[config.mk]
export PLATFORM = sky130hd
export DESIGN_NAME = tpirq_core
export DESIGN_NICKNAME = d
export VERILOG_FILES = /design/src/tpirq_pkg.sv /design/src/tpirq_core.sv
export VERILOG_INCLUDE_DIRS = /design/src /design/src/src
export SDC_FILE = /design/constraint.sdc
export NUM_CORES = 1
export LEC_CHECK = 0
export ABC_AREA = 0
export ABC_CLOCK_PERIOD_IN_PS = 9000
export BUFFER_PORTS_ARGS = -buffer_cell sky130_fd_sc_hd__buf_2
export CAP_MARGIN = 20
export CORE_ASPECT_RATIO = 1.5
export CORE_MARGIN = 2
export CORE_UTILIZATION = 40
export CTS_CLUSTER_SIZE = 12
export DETAILED_ROUTE_END_ITERATION = 7
export PLACE_DENSITY = 0.69
export SLEW_MARGIN = 20
export SYNTH_ARGS = -nofsm -noshare
export SYNTH_HDL_FRONTEND = slang
export SYNTH_SLANG_ARGS = --single-unit
[constraint.sdc]
create_clock -name sys_clk_i -period 9 [get_ports sys_clk_i]
set_input_delay 1.8 -clock sys_clk_i [delete_from_list [all_inputs] [get_ports sys_clk_i]]
set_output_delay 1.8 -clock sys_clk_i [all_outputs]
set_load 0.03 [all_outputs]
[src/tpirq_regs.svh]
/*
  Register offsets, field positions, reset values and persistence figures for the threshold persistence
  interrupt block. Assumes inclusion by bare name from the package and the design module.
*/
`ifndef TPIRQ_REGS_SVH
`define TPIRQ_REGS_SVH

`define TPIRQ_ADDR_W 8
`define TPIRQ_LLT_LO 8'h84
`define TPIRQ_LLT_HI 8'h85
`define TPIRQ_LHT_LO 8'h86
`define TPIRQ_LHT_HI 8'h87
`define TPIRQ_PLT_LO 8'h88
`define TPIRQ_PLT_HI 8'h89
`define TPIRQ_PHT_LO 8'h8a
`define TPIRQ_PHT_HI 8'h8b
`define TPIRQ_INTERRUPT_PERSISTENCE 8'h8c
`define TPIRQ_CTRL 8'h90
`define TPIRQ_STATUS 8'h91
`define TPIRQ_MASK 8'h92
`define TPIRQ_LCNT 8'h93
`define TPIRQ_PCNT 8'h94

`define TPIRQ_PROX_PERSISTENCE_FIELD_MSB 7
`define TPIRQ_PROX_PERSISTENCE_FIELD_LSB 4
`define TPIRQ_LPERS_MSB 3
`define TPIRQ_LPERS_LSB 0
`define TPIRQ_CTRL_LIEN 0
`define TPIRQ_CTRL_PIEN 1
`define TPIRQ_ST_LIGHT 0
`define TPIRQ_ST_PROX 1

`define TPIRQ_THR_LOW_RST 16'h0000
`define TPIRQ_THR_HIGH_RST 16'hffff
`define TPIRQ_INTERRUPT_PERSISTENCE_RST 8'h00
`define TPIRQ_CTRL_RST 8'h00
`define TPIRQ_MASK_RST 8'h03

`define TPIRQ_LPERS_LIN_MAX 4'h3
`define TPIRQ_LPERS_MULT 6'h05
`define TPIRQ_LPERS_OFS 6'h03
`define TPIRQ_CNT_MAX 6'h3f

`endif

[src/tpirq_pkg.sv]
/*
  Types shared by the threshold persistence interrupt block.
  Assumes the register header is on the include path.
*/
package tpirq_pkg;
  `include "tpirq_regs.svh"

  typedef struct packed {
    logic [15:0] low;
    logic [15:0] high;
  } tpirq_window_t;

  typedef struct packed {
    logic valid;
    logic [15:0] value;
  } tpirq_sample_t;

  typedef enum logic [1:0] {
    TPIRQ_IN_WIN = 2'b00,
    TPIRQ_BELOW = 2'b01,
    TPIRQ_ABOVE = 2'b11
  } tpirq_zone_t;
endpackage : tpirq_pkg

[src/tpirq_core.sv]
/*
  Threshold and persistence interrupt logic for the clear-channel light result and the proximity result,
  with a byte-wide register port. Assumes results arrive as one-cycle valid pulses from conversion logic
  on the same clock, and that the host clears status by reading it.
*/
// The plain strobed port is this design's own decision.
`timescale 1ns/1ps
`include "tpirq_regs.svh"

module tpirq_core
  import tpirq_pkg::*;
(
  // Clock and reset.
  input wire logic sys_clk_i,
  input wire logic reset_i,
  // Register port.
  input wire logic [7:0] reg_addr_i,
  input wire logic [7:0] reg_wdata_i,
  input wire logic reg_wr_i,
  input wire logic reg_rd_i,
  output logic [7:0] reg_rdata_o,
  // Conversion results.
  input wire logic clear_valid_i,
  input wire logic [15:0] clear_channel_result_i,
  input wire logic prox_valid_i,
  input wire logic [15:0] proximity_result_i,
  // Interrupt pin.
  output logic irq_o
);

  // ==========================================================================
  // Helpers
  // ==========================================================================
  function automatic tpirq_zone_t zone_of(input logic [15:0] v, input tpirq_window_t w);
    if (v < w.low)
    begin
      zone_of = TPIRQ_BELOW;
    end
    else if (v > w.high)
    begin
      zone_of = TPIRQ_ABOVE;
    end
    else
    begin
      zone_of = TPIRQ_IN_WIN;
    end
  endfunction : zone_of

  function automatic logic [5:0] light_target(input logic [3:0] f);
    logic [5:0] ext;
    ext = {2'h0, f};
    if (f <= `TPIRQ_LPERS_LIN_MAX)
    begin
      light_target = ext;
    end
    else
    begin
      light_target = 6'((ext - `TPIRQ_LPERS_OFS) * `TPIRQ_LPERS_MULT);
    end
  endfunction : light_target

  // Counters stop at the top, so a long excursion never wraps back under a target.
  function automatic logic [5:0] sat_inc(input logic [5:0] c);
    sat_inc = (c == `TPIRQ_CNT_MAX) ? c : 6'(c + 6'h01);
  endfunction : sat_inc

  // ==========================================================================
  // Registers
  // ==========================================================================
  tpirq_window_t light_win_ff;
  tpirq_window_t prox_win_ff;
  logic [7:0] interrupt_persistence_ff;
  logic [7:0] ctrl_ff;
  logic [1:0] status_ff;
  logic [1:0] mask_ff;
  logic [5:0] light_cnt_ff;
  logic [5:0] prox_cnt_ff;
  tpirq_zone_t prox_zone_ff;
  logic [7:0] rdata_ff;

  logic [3:0] light_persistence_field;
  logic [3:0] prox_persistence_field;
  assign light_persistence_field = interrupt_persistence_ff[`TPIRQ_LPERS_MSB:`TPIRQ_LPERS_LSB];
  assign prox_persistence_field = interrupt_persistence_ff[`TPIRQ_PROX_PERSISTENCE_FIELD_MSB:`TPIRQ_PROX_PERSISTENCE_FIELD_LSB];

  always_ff @(posedge sys_clk_i)
  begin
    if (reset_i)
    begin
      light_win_ff <= '{low: `TPIRQ_THR_LOW_RST, high: `TPIRQ_THR_HIGH_RST};
      prox_win_ff <= '{low: `TPIRQ_THR_LOW_RST, high: `TPIRQ_THR_HIGH_RST};
      interrupt_persistence_ff <= `TPIRQ_INTERRUPT_PERSISTENCE_RST;
      ctrl_ff <= `TPIRQ_CTRL_RST;
      mask_ff <= 2'(`TPIRQ_MASK_RST);
    end
    else if (reg_wr_i)
    begin
      case (reg_addr_i)
        `TPIRQ_LLT_LO: light_win_ff.low[7:0] <= reg_wdata_i;
        `TPIRQ_LLT_HI: light_win_ff.low[15:8] <= reg_wdata_i;
        `TPIRQ_LHT_LO: light_win_ff.high[7:0] <= reg_wdata_i;
        `TPIRQ_LHT_HI: light_win_ff.high[15:8] <= reg_wdata_i;
        `TPIRQ_PLT_LO: prox_win_ff.low[7:0] <= reg_wdata_i;
        `TPIRQ_PLT_HI: prox_win_ff.low[15:8] <= reg_wdata_i;
        `TPIRQ_PHT_LO: prox_win_ff.high[7:0] <= reg_wdata_i;
        `TPIRQ_PHT_HI: prox_win_ff.high[15:8] <= reg_wdata_i;
        `TPIRQ_INTERRUPT_PERSISTENCE: interrupt_persistence_ff <= reg_wdata_i;
        `TPIRQ_CTRL: ctrl_ff <= {6'h00, reg_wdata_i[1:0]};
        `TPIRQ_MASK: mask_ff <= reg_wdata_i[1:0];
        default: ;
      endcase
    end
  end

  // ==========================================================================
  // Light persistence
  // ==========================================================================
  tpirq_zone_t light_zone;
  logic light_out;
  logic [5:0] nxt_light_cnt;
  logic light_fire;

  // Only the clear channel feeds this comparison; colour channels never reach the block.
  assign light_zone = zone_of(clear_channel_result_i, light_win_ff);
  assign light_out = (light_zone != TPIRQ_IN_WIN);
  assign nxt_light_cnt = light_out ? sat_inc(light_cnt_ff) : 6'h00;
  assign light_fire = clear_valid_i && ctrl_ff[`TPIRQ_CTRL_LIEN] &&
    ((light_persistence_field == 4'h0) ||
     (light_out && nxt_light_cnt >= light_target(light_persistence_field)));

  always_ff @(posedge sys_clk_i)
  begin
    if (reset_i)
    begin
      light_cnt_ff <= 6'h00;
    end
    else if (clear_valid_i)
    begin
      light_cnt_ff <= nxt_light_cnt;
    end
  end

  // ==========================================================================
  // Proximity persistence
  // ==========================================================================
  tpirq_zone_t prox_zone;
  logic prox_out;
  logic prox_cross;
  logic [5:0] nxt_prox_cnt;
  logic prox_fire;

  assign prox_zone = zone_of(proximity_result_i, prox_win_ff);
  assign prox_out = (prox_zone != TPIRQ_IN_WIN);
  // A crossing is a move into a different out-of-window zone than the previous sample.
  assign prox_cross = prox_out && (prox_zone != prox_zone_ff);
  assign nxt_prox_cnt = prox_out ? sat_inc(prox_cnt_ff) : 6'h00;
  // The filter fires on reaching the count, so with a nonzero field a steady out-of-window level gives one indication.
  assign prox_fire = prox_valid_i && ctrl_ff[`TPIRQ_CTRL_PIEN] &&
    ((prox_persistence_field == 4'h0) ||
     (prox_out && nxt_prox_cnt == {2'h0, prox_persistence_field}) ||
     (prox_cross && prox_persistence_field == 4'h1));

  always_ff @(posedge sys_clk_i)
  begin
    if (reset_i)
    begin
      prox_cnt_ff <= 6'h00;
      // Starting inside makes the first out-of-window sample after reset count as a crossing.
      prox_zone_ff <= TPIRQ_IN_WIN;
    end
    else if (prox_valid_i)
    begin
      prox_cnt_ff <= nxt_prox_cnt;
      prox_zone_ff <= prox_zone;
    end
  end

  // ==========================================================================
  // Status, mask and interrupt pin
  // ==========================================================================
  logic status_rd;
  logic [1:0] events;
  assign status_rd = reg_rd_i && (reg_addr_i == `TPIRQ_STATUS);
  assign events = {prox_fire, light_fire};

  // A read clears status, but an event in the same cycle stays set.
  always_ff @(posedge sys_clk_i)
  begin
    if (reset_i)
    begin
      status_ff <= 2'h0;
    end
    else
    begin
      status_ff <= (status_rd ? 2'h0 : status_ff) | events;
    end
  end

  assign irq_o = |(status_ff & mask_ff);

  // ==========================================================================
  // Read data
  // ==========================================================================
  always_ff @(posedge sys_clk_i)
  begin
    if (reset_i)
    begin
      rdata_ff <= 8'h00;
    end
    else if (reg_rd_i)
    begin
      case (reg_addr_i)
        `TPIRQ_LLT_LO: rdata_ff <= light_win_ff.low[7:0];
        `TPIRQ_LLT_HI: rdata_ff <= light_win_ff.low[15:8];
        `TPIRQ_LHT_LO: rdata_ff <= light_win_ff.high[7:0];
        `TPIRQ_LHT_HI: rdata_ff <= light_win_ff.high[15:8];
        `TPIRQ_PLT_LO: rdata_ff <= prox_win_ff.low[7:0];
        `TPIRQ_PLT_HI: rdata_ff <= prox_win_ff.low[15:8];
        `TPIRQ_PHT_LO: rdata_ff <= prox_win_ff.high[7:0];
        `TPIRQ_PHT_HI: rdata_ff <= prox_win_ff.high[15:8];
        `TPIRQ_INTERRUPT_PERSISTENCE: rdata_ff <= interrupt_persistence_ff;
        `TPIRQ_CTRL: rdata_ff <= ctrl_ff;
        `TPIRQ_STATUS: rdata_ff <= {6'h00, status_ff};
        `TPIRQ_MASK: rdata_ff <= {6'h00, mask_ff};
        `TPIRQ_LCNT: rdata_ff <= {2'h0, light_cnt_ff};
        `TPIRQ_PCNT: rdata_ff <= {2'h0, prox_cnt_ff};
        default: rdata_ff <= 8'h00;
      endcase
    end
    else
    begin
      rdata_ff <= 8'h00;
    end
  end

  // Zero outside the answer cycle, so a stale byte is never taken for a fresh one.
  assign reg_rdata_o = rdata_ff;

  // ==========================================================================
  // Checks
  // ==========================================================================
  chk_light_zero_fire: assert property (@(posedge sys_clk_i) disable iff (reset_i)
    clear_valid_i && ctrl_ff[0] && light_persistence_field == 4'h0 |=> status_ff[0])
    else $error("light event missed with zero persistence");

  chk_prox_zero_fire: assert property (@(posedge sys_clk_i) disable iff (reset_i)
    prox_valid_i && ctrl_ff[1] && prox_persistence_field == 4'h0 |=> status_ff[1])
    else $error("proximity event missed with zero persistence");

  chk_prox_inside_clr: assert property (@(posedge sys_clk_i) disable iff (reset_i)
    prox_valid_i && proximity_result_i >= prox_win_ff.low && proximity_result_i <= prox_win_ff.high
    |=> prox_cnt_ff == 6'h00)
    else $error("proximity counter not cleared inside window");

  chk_light_inside_clr: assert property (@(posedge sys_clk_i) disable iff (reset_i)
    clear_valid_i && clear_channel_result_i >= light_win_ff.low && clear_channel_result_i <= light_win_ff.high
    |=> light_cnt_ff == 6'h00)
    else $error("light counter not cleared inside window");

  chk_cnt_saturate: assert property (@(posedge sys_clk_i) disable iff (reset_i)
    light_cnt_ff == 6'h3f && clear_valid_i && light_out |=> light_cnt_ff == 6'h3f)
    else $error("light counter wrapped");

  chk_prox_count_fire: assert property (@(posedge sys_clk_i) disable iff (reset_i)
    prox_valid_i && ctrl_ff[1] && prox_out && prox_persistence_field != 4'h0 &&
    prox_cnt_ff == 6'(prox_persistence_field - 4'h1) |=> status_ff[1])
    else $error("proximity persistence count reached without event");

  chk_light_long_fire: assert property (@(posedge sys_clk_i) disable iff (reset_i)
    clear_valid_i && ctrl_ff[0] && light_out && light_persistence_field == 4'h4 &&
    light_cnt_ff == 6'h01 |-> !light_fire)
    else $error("light field four fired before five samples");

  chk_irq_hold: assert property (@(posedge sys_clk_i) disable iff (reset_i)
    irq_o && !status_rd && !(reg_wr_i && reg_addr_i == `TPIRQ_MASK) |=> irq_o)
    else $error("interrupt dropped without a status read");

  chk_status_rd_clear: assert property (@(posedge sys_clk_i) disable iff (reset_i)
    status_rd && !light_fire && !prox_fire |=> status_ff == 2'h0)
    else $error("status not cleared by its read");

  chk_light_off_quiet: assert property (@(posedge sys_clk_i) disable iff (reset_i)
    !ctrl_ff[`TPIRQ_CTRL_LIEN] |-> !light_fire)
    else $error("light event raised while disabled");

  chk_prox_off_quiet: assert property (@(posedge sys_clk_i) disable iff (reset_i)
    !ctrl_ff[`TPIRQ_CTRL_PIEN] |-> !prox_fire)
    else $error("proximity event raised while disabled");

  chk_light_long_reach: assert property (@(posedge sys_clk_i) disable iff (reset_i)
    clear_valid_i && ctrl_ff[0] && light_out && light_persistence_field == 4'h4 &&
    light_cnt_ff == 6'h04 |=> status_ff[0])
    else $error("light field four missed its fifth sample");

  chk_light_short_fire: assert property (@(posedge sys_clk_i) disable iff (reset_i)
    clear_valid_i && ctrl_ff[0] && light_out && light_persistence_field == 4'h2 &&
    light_cnt_ff == 6'h01 |=> status_ff[0])
    else $error("light field two missed its second sample");

  chk_light_short_wait: assert property (@(posedge sys_clk_i) disable iff (reset_i)
    clear_valid_i && light_out && light_persistence_field == 4'h2 && light_cnt_ff == 6'h00
    |-> !light_fire)
    else $error("light field two fired on its first sample");

  chk_light_cnt_step: assert property (@(posedge sys_clk_i) disable iff (reset_i)
    clear_valid_i && light_out && light_cnt_ff == 6'h02 |=> light_cnt_ff == 6'h03)
    else $error("light counter did not advance");

  chk_light_cnt_hold: assert property (@(posedge sys_clk_i) disable iff (reset_i)
    !clear_valid_i |=> $stable(light_cnt_ff))
    else $error("light counter moved without a sample");

  chk_prox_cnt_step: assert property (@(posedge sys_clk_i) disable iff (reset_i)
    prox_valid_i && prox_out && prox_cnt_ff == 6'h01 |=> prox_cnt_ff == 6'h02)
    else $error("proximity counter did not advance");

  chk_prox_saturate: assert property (@(posedge sys_clk_i) disable iff (reset_i)
    prox_cnt_ff == 6'h3f && prox_valid_i && prox_out |=> prox_cnt_ff == 6'h3f)
    else $error("proximity counter wrapped");

  chk_prox_cross_fire: assert property (@(posedge sys_clk_i) disable iff (reset_i)
    prox_valid_i && ctrl_ff[1] && prox_persistence_field == 4'h1 && proximity_result_i < prox_win_ff.low &&
    prox_zone_ff != TPIRQ_BELOW |=> status_ff[1])
    else $error("proximity drop below low threshold missed");

  chk_prox_steady_quiet: assert property (@(posedge sys_clk_i) disable iff (reset_i)
    prox_valid_i && prox_persistence_field == 4'h1 && prox_cnt_ff == 6'h01 && prox_out &&
    prox_zone == prox_zone_ff |-> !prox_fire)
    else $error("proximity fired again on a steady level");

endmodule : tpirq_core

Word-level counts from Yosys, hierarchy flattened
Index checks and enable logic that the tools add are counted.
{ "word_totals": {"regBits": 100, "inputBits": 54, "wordCells": 88} }
{ "op_classes": {"n_addsub": 3, "mul": 1, "n_lt_le_gt_ge": 6, "n_eq_ne": 19, "muxes": 11, "bitwise": 3, "n_reduce_logical": 29} }
{ "op_table": {"columns": ["op", "count"], "rows": [
  ["8-bit == test, second input constant", 14],
  ["8-bit case mux with 14 select lines", 1],
  ["16-bit > comparator", 2],
  ["16-bit < comparator", 2],
  ["6-bit two-way mux", 5],
  ["2-bit AND reduction", 11],
  ["6-bit by 1-bit adder with 6-bit output, second input constant", 2],
  ["6-bit == test, second input constant", 2],
  ["2-bit two-way mux", 5],
  ["1-bit logical AND", 9],
  ["4-bit zero test", 2],
  ["6-bit by 4-bit == test with 1-bit output", 1],
  ["6-bit greater-or-equal comparator", 1],
  ["6-bit by 3-bit multiplier with 6-bit output, second input constant", 1],
  ["4-bit by 2-bit subtractor with 5-bit output, second input constant", 1],
  ["4-bit by 1-bit == test with 1-bit output, second input constant", 1],
  ["4-bit by 2-bit less-or-equal comparator with 1-bit output, second input constant", 1],
  ["2-bit nonzero test", 2],
  ["2-bit OR reduction", 2],
  ["1-bit logical OR", 3],
  ["2-bit bitwise AND", 1],
  ["2-bit inequality test", 1],
  ["2-bit OR", 1],
  ["1-bit inverter", 1]
]} }

Longest topological paths before layout
Gate-level depths: netlist of the first run.
{ "logic_depth": {"ltp_word": 11, "mapped_depth": 16, "mapped_depth_nobuf": 16} }

Least setup slack after synthesis of the first run
No wires, ideal clock.
{ "synth_path": {"path_kind": "input-to-reg", "from": "in clear_channel_result_i[9]", "to": "reg status_ff[0]", "t_arrival_ns": 4.317, "t_required_ns": 8.872, "slack_ns": 4.555, "path_stages": 15, "n_path_buf": 0, "path_cell_list": "ha_1 > a211oi_1 > o21bai_1 > a2111oi_2 > o311ai_2 > a2bb2oi_4 > nand2b_1 > ha_1 > nand2b_1 > a21o_1 > a21o_1 > a21oi_1 > nor2b_1 > o21ai_0 > a31oi_1"} }
{ "synth_between": {"elab_chain_len": 10} }
{ "synth_rtl": {"columns": ["item", "line", "text"], "rows": [
  ["start: declaration", "tpirq_core.sv:24", "input wire logic [15:0] clear_channel_result_i,"],
  ["16-bit > comparator", "tpirq_core.sv:39", "else if (v > w.high)"],
  ["2-bit two-way mux", "tpirq_core.sv:39", null],
  ["2-bit two-way mux (*)", "tpirq_core.sv:35", "if (v < w.low)"],
  ["2-bit nonzero test (*)", "tpirq_core.sv:125", "assign light_out = (light_zone != TPIRQ_IN_WIN);"],
  ["6-bit two-way mux", "tpirq_core.sv:126", "assign nxt_light_cnt = light_out ? sat_inc(light_cnt_ff) : 6'h00;"],
  ["6-bit greater-or-equal comparator", "tpirq_core.sv:129", "(light_out && nxt_light_cnt >= light_target(light_persistence_field)));"],
  ["1-bit logical AND (*)", "tpirq_core.sv:129", null],
  ["1-bit logical OR (*)", "tpirq_core.sv:128", "((light_persistence_field == 4'h0) ||"],
  ["1-bit logical AND (*)", "tpirq_core.sv:127", "assign light_fire = clear_valid_i && ctrl_ff[`TPIRQ_CTRL_LIEN] &&"],
  ["2-bit OR (*)", "tpirq_core.sv:195", "status_ff <= (status_rd ? 2'h0 : status_ff) | events;"],
  ["end signal: assignment", "tpirq_core.sv:195", null],
  ["end: declaration", "tpirq_core.sv:74", "logic [1:0] status_ff;"]
]} }
Mark *: on every way between the ends. The rest lies on a longest branch, timed or not.
A chain may end at the register's enable or synchronous reset.

Worst setup path in the final report of the first run
Ends and elaborated chain as after synthesis.

==> results of run 1 <==
-- registers in the layout (all words and copies together), names as in the netlist --
| name | flops |
|---|---|
| interrupt_persistence_ff | 8 |
| ctrl_ff | 2 |
| reg_rdata_o | 8 |
| prox_zone_ff | 2 |
| prox_win_ff | 32 |
| mask_ff | 2 |
| light_win_ff | 32 |
| status_ff | 2 |
| prox_cnt_ff | 6 |
| light_cnt_ff | 6 |
-- tightest hold or removal path: stages (launching register included) --
cell      delay, ns
dfxtp_1        0.32
nand2b_1       0.07
a21oi_1        0.05
-- cells by family (layout without fill, tap and decap cells) --
logic type      Yosys count  count (layout)
simple gates            233             233
xor+xnor                 12              12
flops                   100             100
buf+inv                 119             156
compound gates          160             160
fa+ha+maj                77              77
mux                      64              64
-- final cells by class --
cell class | count | share of cell area [%]
multi-input combinational | 546 | 57.0
sequential | 100 | 27.4
timing repair buffer | 65 | 4.55
inverter | 76 | 3.90
tap | 206 | 3.52
clock buffer | 10 | 3.13
clock inverter | 5 | 0.530
-- routing by layer --
| metal | vias up | track usage (%) | share of wire [%] |
|---|---|---|---|
| met3 | 41 | 3.45 | 4.9 |
| met5 | - | 0 | 0 |
| met1 | 2747 | 24.6 | 40 |
| met4 | 0 | 8.63 | 3.8 |
| met2 | 167 | 36.8 | 51 |
| li1 | 2805 | - | - |
-- metrics by stage --
stage | power, mW | hold slack, ns
finish | 0.906 | 0.483
global route | 0.938 | 0.514
CTS | 0.909 | 0.485
detailed placement | 0.554 | 0.473
global placement | 0.553 | 0.469
floorplan | 0.520 | 0.458
-- cells in the mapped netlist, types with 6 or more instances --
master and number:
nor2_1 54, a21oi_1 46, buf_2 11, mux2i_1 47
dfxtp_1 100, o21ai_0 17, nand4_1 13, nand2b_1 7
nor2b_1 6, and3_1 6, o211ai_1 19, a31oi_1 10
ha_1 76, clkbuf_1 28, nand3_1 43, xnor2_1 9
nor3_1 6, inv_1 76, mux4_2 16, a21o_1 9
a211oi_1 11, a22oi_1 15, nand2_1 72
-- worst paths after layout --
path                                     start                      endpoint  slack, ns  cells past startpoint
setup / recovery     clear_channel_result_i[9]       status_ff[0]$_SDFF_PP0_       4.49                     16
hold / removal    prox_zone_ff[1]$_SDFFE_PP0P_  prox_zone_ff[1]$_SDFFE_PP0P_       0.48                      2
setup reg to reg  light_win_ff[9]$_SDFFE_PP1P_       status_ff[0]$_SDFF_PP0_       5.58                     16
hold reg to reg   prox_zone_ff[1]$_SDFFE_PP0P_  prox_zone_ff[1]$_SDFFE_PP0P_       0.48                      2
-- power by group --
part	internal (mW)	total (mW)	switching, mW
registers	0.444	0.447	0.00285
logic	0.0392	0.0982	0.0590
clock network	0.187	0.361	0.174
total	0.670	0.906	0.236
==> results.yml, run 1 <==
critical_path:
  path_max_fanout: 10
  worst_setup_path_start_kind: "primary input"
  cp-end-kind: "register"
  path_cells: "buf_2 > ha_1 > a211oi_1 > o21bai_1 > a2111oi_2 > o311ai_2 > a2bb2oi_4 > nand2b_1 > ha_1 > nand2b_1 > a21o_1 > a21o_1 > a21oi_1 > nor2b_1 > o21ai_0 > a31oi_1"
  critPathRequiredTime_ns: 9.22
  slowest_stage: "a2111oi_2"
  cp_num_buf_inv: 1
  critPathKind: "primary input to register"
  cpPeakStageDelay_ns: 0.41
  cp_top_family: "compound AO/OA/AOI/OAI gates"
  worstPathArrival_ns: 4.73
layout:
  insertedDiodeCount: 0
  seqCellArea_um2: 2000
  final_area_um2: 7310
  layout_common_cells: "dfxtp_1, inv_1, ha_1, nand2_1, buf_2"
  num-nets-final: 929
  fillers: 1647
  final_core_util_pct: 45.0
  drive_above_1_share_pct: 15.0
  layout.cells.most_common: "dfxtp_1"
  multi_input_area_um2: 4170
  area_growth_pct: 9.93
  instances_no_fill: 1008
timing:
  worstMarginPinSlew_ns: 0.912
  fin_crit_sh_pct: 50.1
  final.setup.tns_ns: 0
  rsz0062_at_grt: "no"
  fin_worst_skew_ns: 0.00719
  finalMaxSlewViolations: 0
  setup_slack_ns: 4.49
  relSlewSlack_pct: 39.0
  period_minus_slack_ns: 4.51
  finalSetupViolations: 0
  hold_viol: 0
  fmax_ghz: 0.222
floorplanning:
  core_um2: 16300
  num_rows: 57
  die_w_um: 109
  start_util_pct: 40.9
  die_h_um: 162
  fp.dieArea_um2: 17700
  num_io_pins: 63
placement:
  port_buffers: 62
  postPlaceCellArea_um2: 7050
  place.gp.congestion: 0.913
  post-place-ws_ns: 4.15
  hpwl_um: 13500
  dp.cells: 993
clock_network:
  clock-sinks: 100
  cts_hold_buf: 0
  clockBufferDepth: 2
  clockRootBuffer: "clkbuf_16"
  cts_tree: "yes"
  clkTransAtPathRegs_ns: 0.07
  cts_buffers: 9
  worst_skew_pair.late_latency_ns: 0.35
  cts_resized: 0
  post_cts_buffers: 0
  htreeDepth: 3
routing:
  drc: 0
  drt-initial-drc-count: 334
  antenna_left: 0
  routed_wl_um: 17900
  drt-pass1-iter-count: 7
  num_vias: 5760
  viasPerCell: 5.71
  wire_per_inst_um: 17.8
yosys:
  synth-xor-area-share_pct: 1.58
  synth_compound_area_share_pct: 16.5
  ys_warn_count: 0
  synth.top_cell.area_share_pct: 30.1
  synth_area_per_cell_um2: 8.70
  synth_top_family_by_area: "simple AND/OR/NAND/NOR gates"
  synth_area_leaders: "dfxtp_1, ha_1, mux2i_1, mux4_2, inv_1"
  async_reset_ff_share_pct: 0
  ys.flop_type: "dfxtp_1"
  synth_nets: 896
  synth-simple-area-share_pct: 17.3
  synth_top_cell_by_area: "dfxtp_1"
  synth.distinct_cells: 65
  synthAdderAreaFrac_pct: 14.6
  ys_seq_area_share_pct: 30.1
  netlist_instances: 765
  netlist_area_um2: 6650
  muxShareOfSynthArea_pct: 12.7
  synth_edf_count: 0
  ys_ff_latch: 100
grt:
  grt_max_degree: 60
  antenna_found_initial: 0
  grt_pass1_vias: 5593
  grt_pass1_wl_um: 28700
  overflow: 0
  track_usage_pct: 20.8
pwr:
  irDropWorstVdd_v: 0.0000848
  leakage_nw: 3.36
  powerDensity_nw_per_um2: 124
worst_hold_path:
  holdCritPathClass: "register to register"
run_status:
  status: "complete, no violations"
flow_run:
  cap_violations: 0
Note: power is estimated with default switching activity, not from simulation.
==> inputs of run 2 (changes only) <==
ABC_CLOCK_PERIOD_IN_PS = 3700   (was 9000)
PLACE_DENSITY = 0.71   (was 0.69)
clock period = 3.7 ns   (was 9 ns; I/O delays follow)
==> run 2 against run 1 <==
- wire length rose by 1.7%
- non-clock buffer count up 3
- clock-buffer cell count fell by 1
- first-iteration DRC count grew 8.1%
- global-route usage grew 0.38 points
- critical endpoint unchanged
- clock power increased to 2.6 times the previous value
==> results.yml, run 2 (same netlist as run 1, synthesis figures left out) <==
flow_run:
  cap_violations: 0
clock_network:
  clock-sinks: 100
  worst_skew_pair.late_latency_ns: 0.36
  cts_tree: "yes"
  clockRootBuffer: "clkbuf_16"
  cts_hold_buf: 0
  clkTransAtPathRegs_ns: 0.08
  cts_resized: 0
  htreeDepth: 3
  post_cts_buffers: 0
  clockBufferDepth: 2
  cts_buffers: 9
worst_hold_path:
  holdCritPathClass: "register to register"
  hold_depth: 2
routing:
  routed_wl_um: 18200
  antenna_left: 0
  viasPerCell: 5.67
  num_vias: 5738
  drt-pass1-iter-count: 5
  drt-initial-drc-count: 361
  drc: 0
  wire_per_inst_um: 18.0
critical_path:
  path_cells: "buf_2 > ha_1 > a211oi_1 > o21bai_1 > a2111oi_2 > o311ai_2 > a2bb2oi_4 > nand2b_1 > ha_1 > nand2b_1 > a21o_1 > a21o_1 > a21oi_1 > nor2b_1 > o21ai_0 > a31oi_1"
  cp-end-kind: "register"
  critPathRequiredTime_ns: 3.93
  r2r_cells: 16
  cp_top_family: "compound AO/OA/AOI/OAI gates"
  worst_setup_path_start_kind: "primary input"
  path_max_fanout: 3
  critPathKind: "primary input to register"
  cp_num_buf_inv: 1
  worstPathArrival_ns: 3.46
  slowest_stage: "a2111oi_2"
  cp_num_cells: 16
  cpPeakStageDelay_ns: 0.39
floorplanning:
  start_util_pct: 40.9
  die_h_um: 162
  die_w_um: 109
  fp.dieArea_um2: 17700
  core_um2: 16300
  num_io_pins: 63
  num_rows: 57
timing:
  worstMarginPinSlew_ns: 0.824
  finalSetupViolations: 0
  relSlewSlack_pct: 45.0
  final.setup.tns_ns: 0
  fin_crit_sh_pct: 87.2
  rsz0062_at_grt: "no"
  fmax_ghz: 0.310
  period_minus_slack_ns: 3.23
  fin_worst_skew_ns: 0.0100
  hold_viol: 0
  finalMaxSlewViolations: 0
layout:
  num-nets-final: 932
  fillers: 1616
  insertedDiodeCount: 0
  layout_common_cells: "dfxtp_1, inv_1, ha_1, nand2_1, buf_2"
  final_core_util_pct: 45.3
  largestRegisters: "light_win_ff (32), prox_win_ff (32)"
  layout.cells.most_common: "dfxtp_1"
  area_growth_pct: 10.7
  drive_above_1_share_pct: 15.5
grt:
  antenna_found_initial: 1
  top_usage_layer: "met2"
  grt.met3_usage_pct: 2.77
  grt_pass1_vias: 5602
  globalRouteMet1Util_pct: 25.1
  grt_pass1_wl_um: 29000
  grt_max_degree: 59
  track_usage_pct: 21.2
  overflow: 0
  use_met2_pct: 37.2
pwr:
  seqPwrFrac_pct: 47.6
  p_int_mw: 1.66
  switching_share_pct: 27.4
  comb_power_share_pct: 10.5
  clkPwrFrac_pct: 41.9
  switchingPower_mw: 0.625
  powerDensity_nw_per_um2: 310
  leakage_nw: 3.40
  irDropWorstVdd_v: 0.000219
run_status:
  status: "complete, no violations"
placement:
  port_buffers: 62
  hpwl_um: 13900
  place.gp.congestion: 0.905
==> run 2: cell types whose count changed in the layout (fill, tap and decap cells not counted) <==
cell	previous run	this run
clkinvlp_4	4	0
clkinv_4	0	1
inv_8	0	2
clkinv_8	0	1
inv_6	1	3
clkbuf_1	1	0
buf_4	3	6
==> run 2: path summary, 6_finish.rpt <==
check	from	endpoint	slack, ns
worst max-delay path	clear_channel_result_i[9]	status_ff[0]$_SDFF_PP0_	0.47
worst min-delay path	prox_zone_ff[1]$_SDFFE_PP0P_	prox_zone_ff[1]$_SDFFE_PP0P_	0.49
worst max register to register	light_win_ff[9]$_SDFFE_PP1P_	status_ff[0]$_SDFF_PP0_	0.53
worst min register to register	prox_zone_ff[1]$_SDFFE_PP0P_	prox_zone_ff[1]$_SDFFE_PP0P_	0.49
==> run 2: per-layer routing <==
layer | wire, µm | share of wire [%]
met1 | 7150 | 39
met5 | 7 | 0.038
met3 | 804 | 4.4
met4 | 804 | 4.4
met2 | 9450 | 52
==> run 2: per-stage QoR <==
step           cells  instance area (µm²)  power (mW)  setup WS [ns]  hold slack (ns)
2_1_floorplan    765                 6650        1.26          0.315            0.458
3_5_place_dp     996                 7070        1.35          0.119            0.476
3_3_place_gp     996                 7070        1.35          0.136            0.469
6_report        1012                 7370        2.28          0.472            0.489
5_1_grt         1012                 7370        2.36          0.157            0.505
4_1_cts         1012                 7370        2.29          0.494            0.487
==> run 2: power groups by stage <==
stage               Combinational [mW]  Clock [mW]  Sequential (mW)
floorplan                        0.156           0             1.11
global placement                 0.235           0             1.11
detailed placement               0.239           0             1.11
CTS                              0.240       0.966             1.09
global route                     0.267        1.01             1.09
finish                           0.240       0.956             1.09
==> run 2: cell type report <==
class                   instances  area, µm²  area share [%]
repair buffers                 68        355            4.82
clock buffers                   9        225            3.06
inverters                      76        285            3.87
well taps                     206        258            3.50
multi-input cells             546       4170            56.6
clock inverters                 7       73.8            1.00
flip-flops and latches        100       2000            27.2
==> run 2: worst min-delay path: stages, from the launching register on <==
cell	delay, ns
dfxtp_1	0.32
nand2b_1	0.07
a21oi_1	0.05
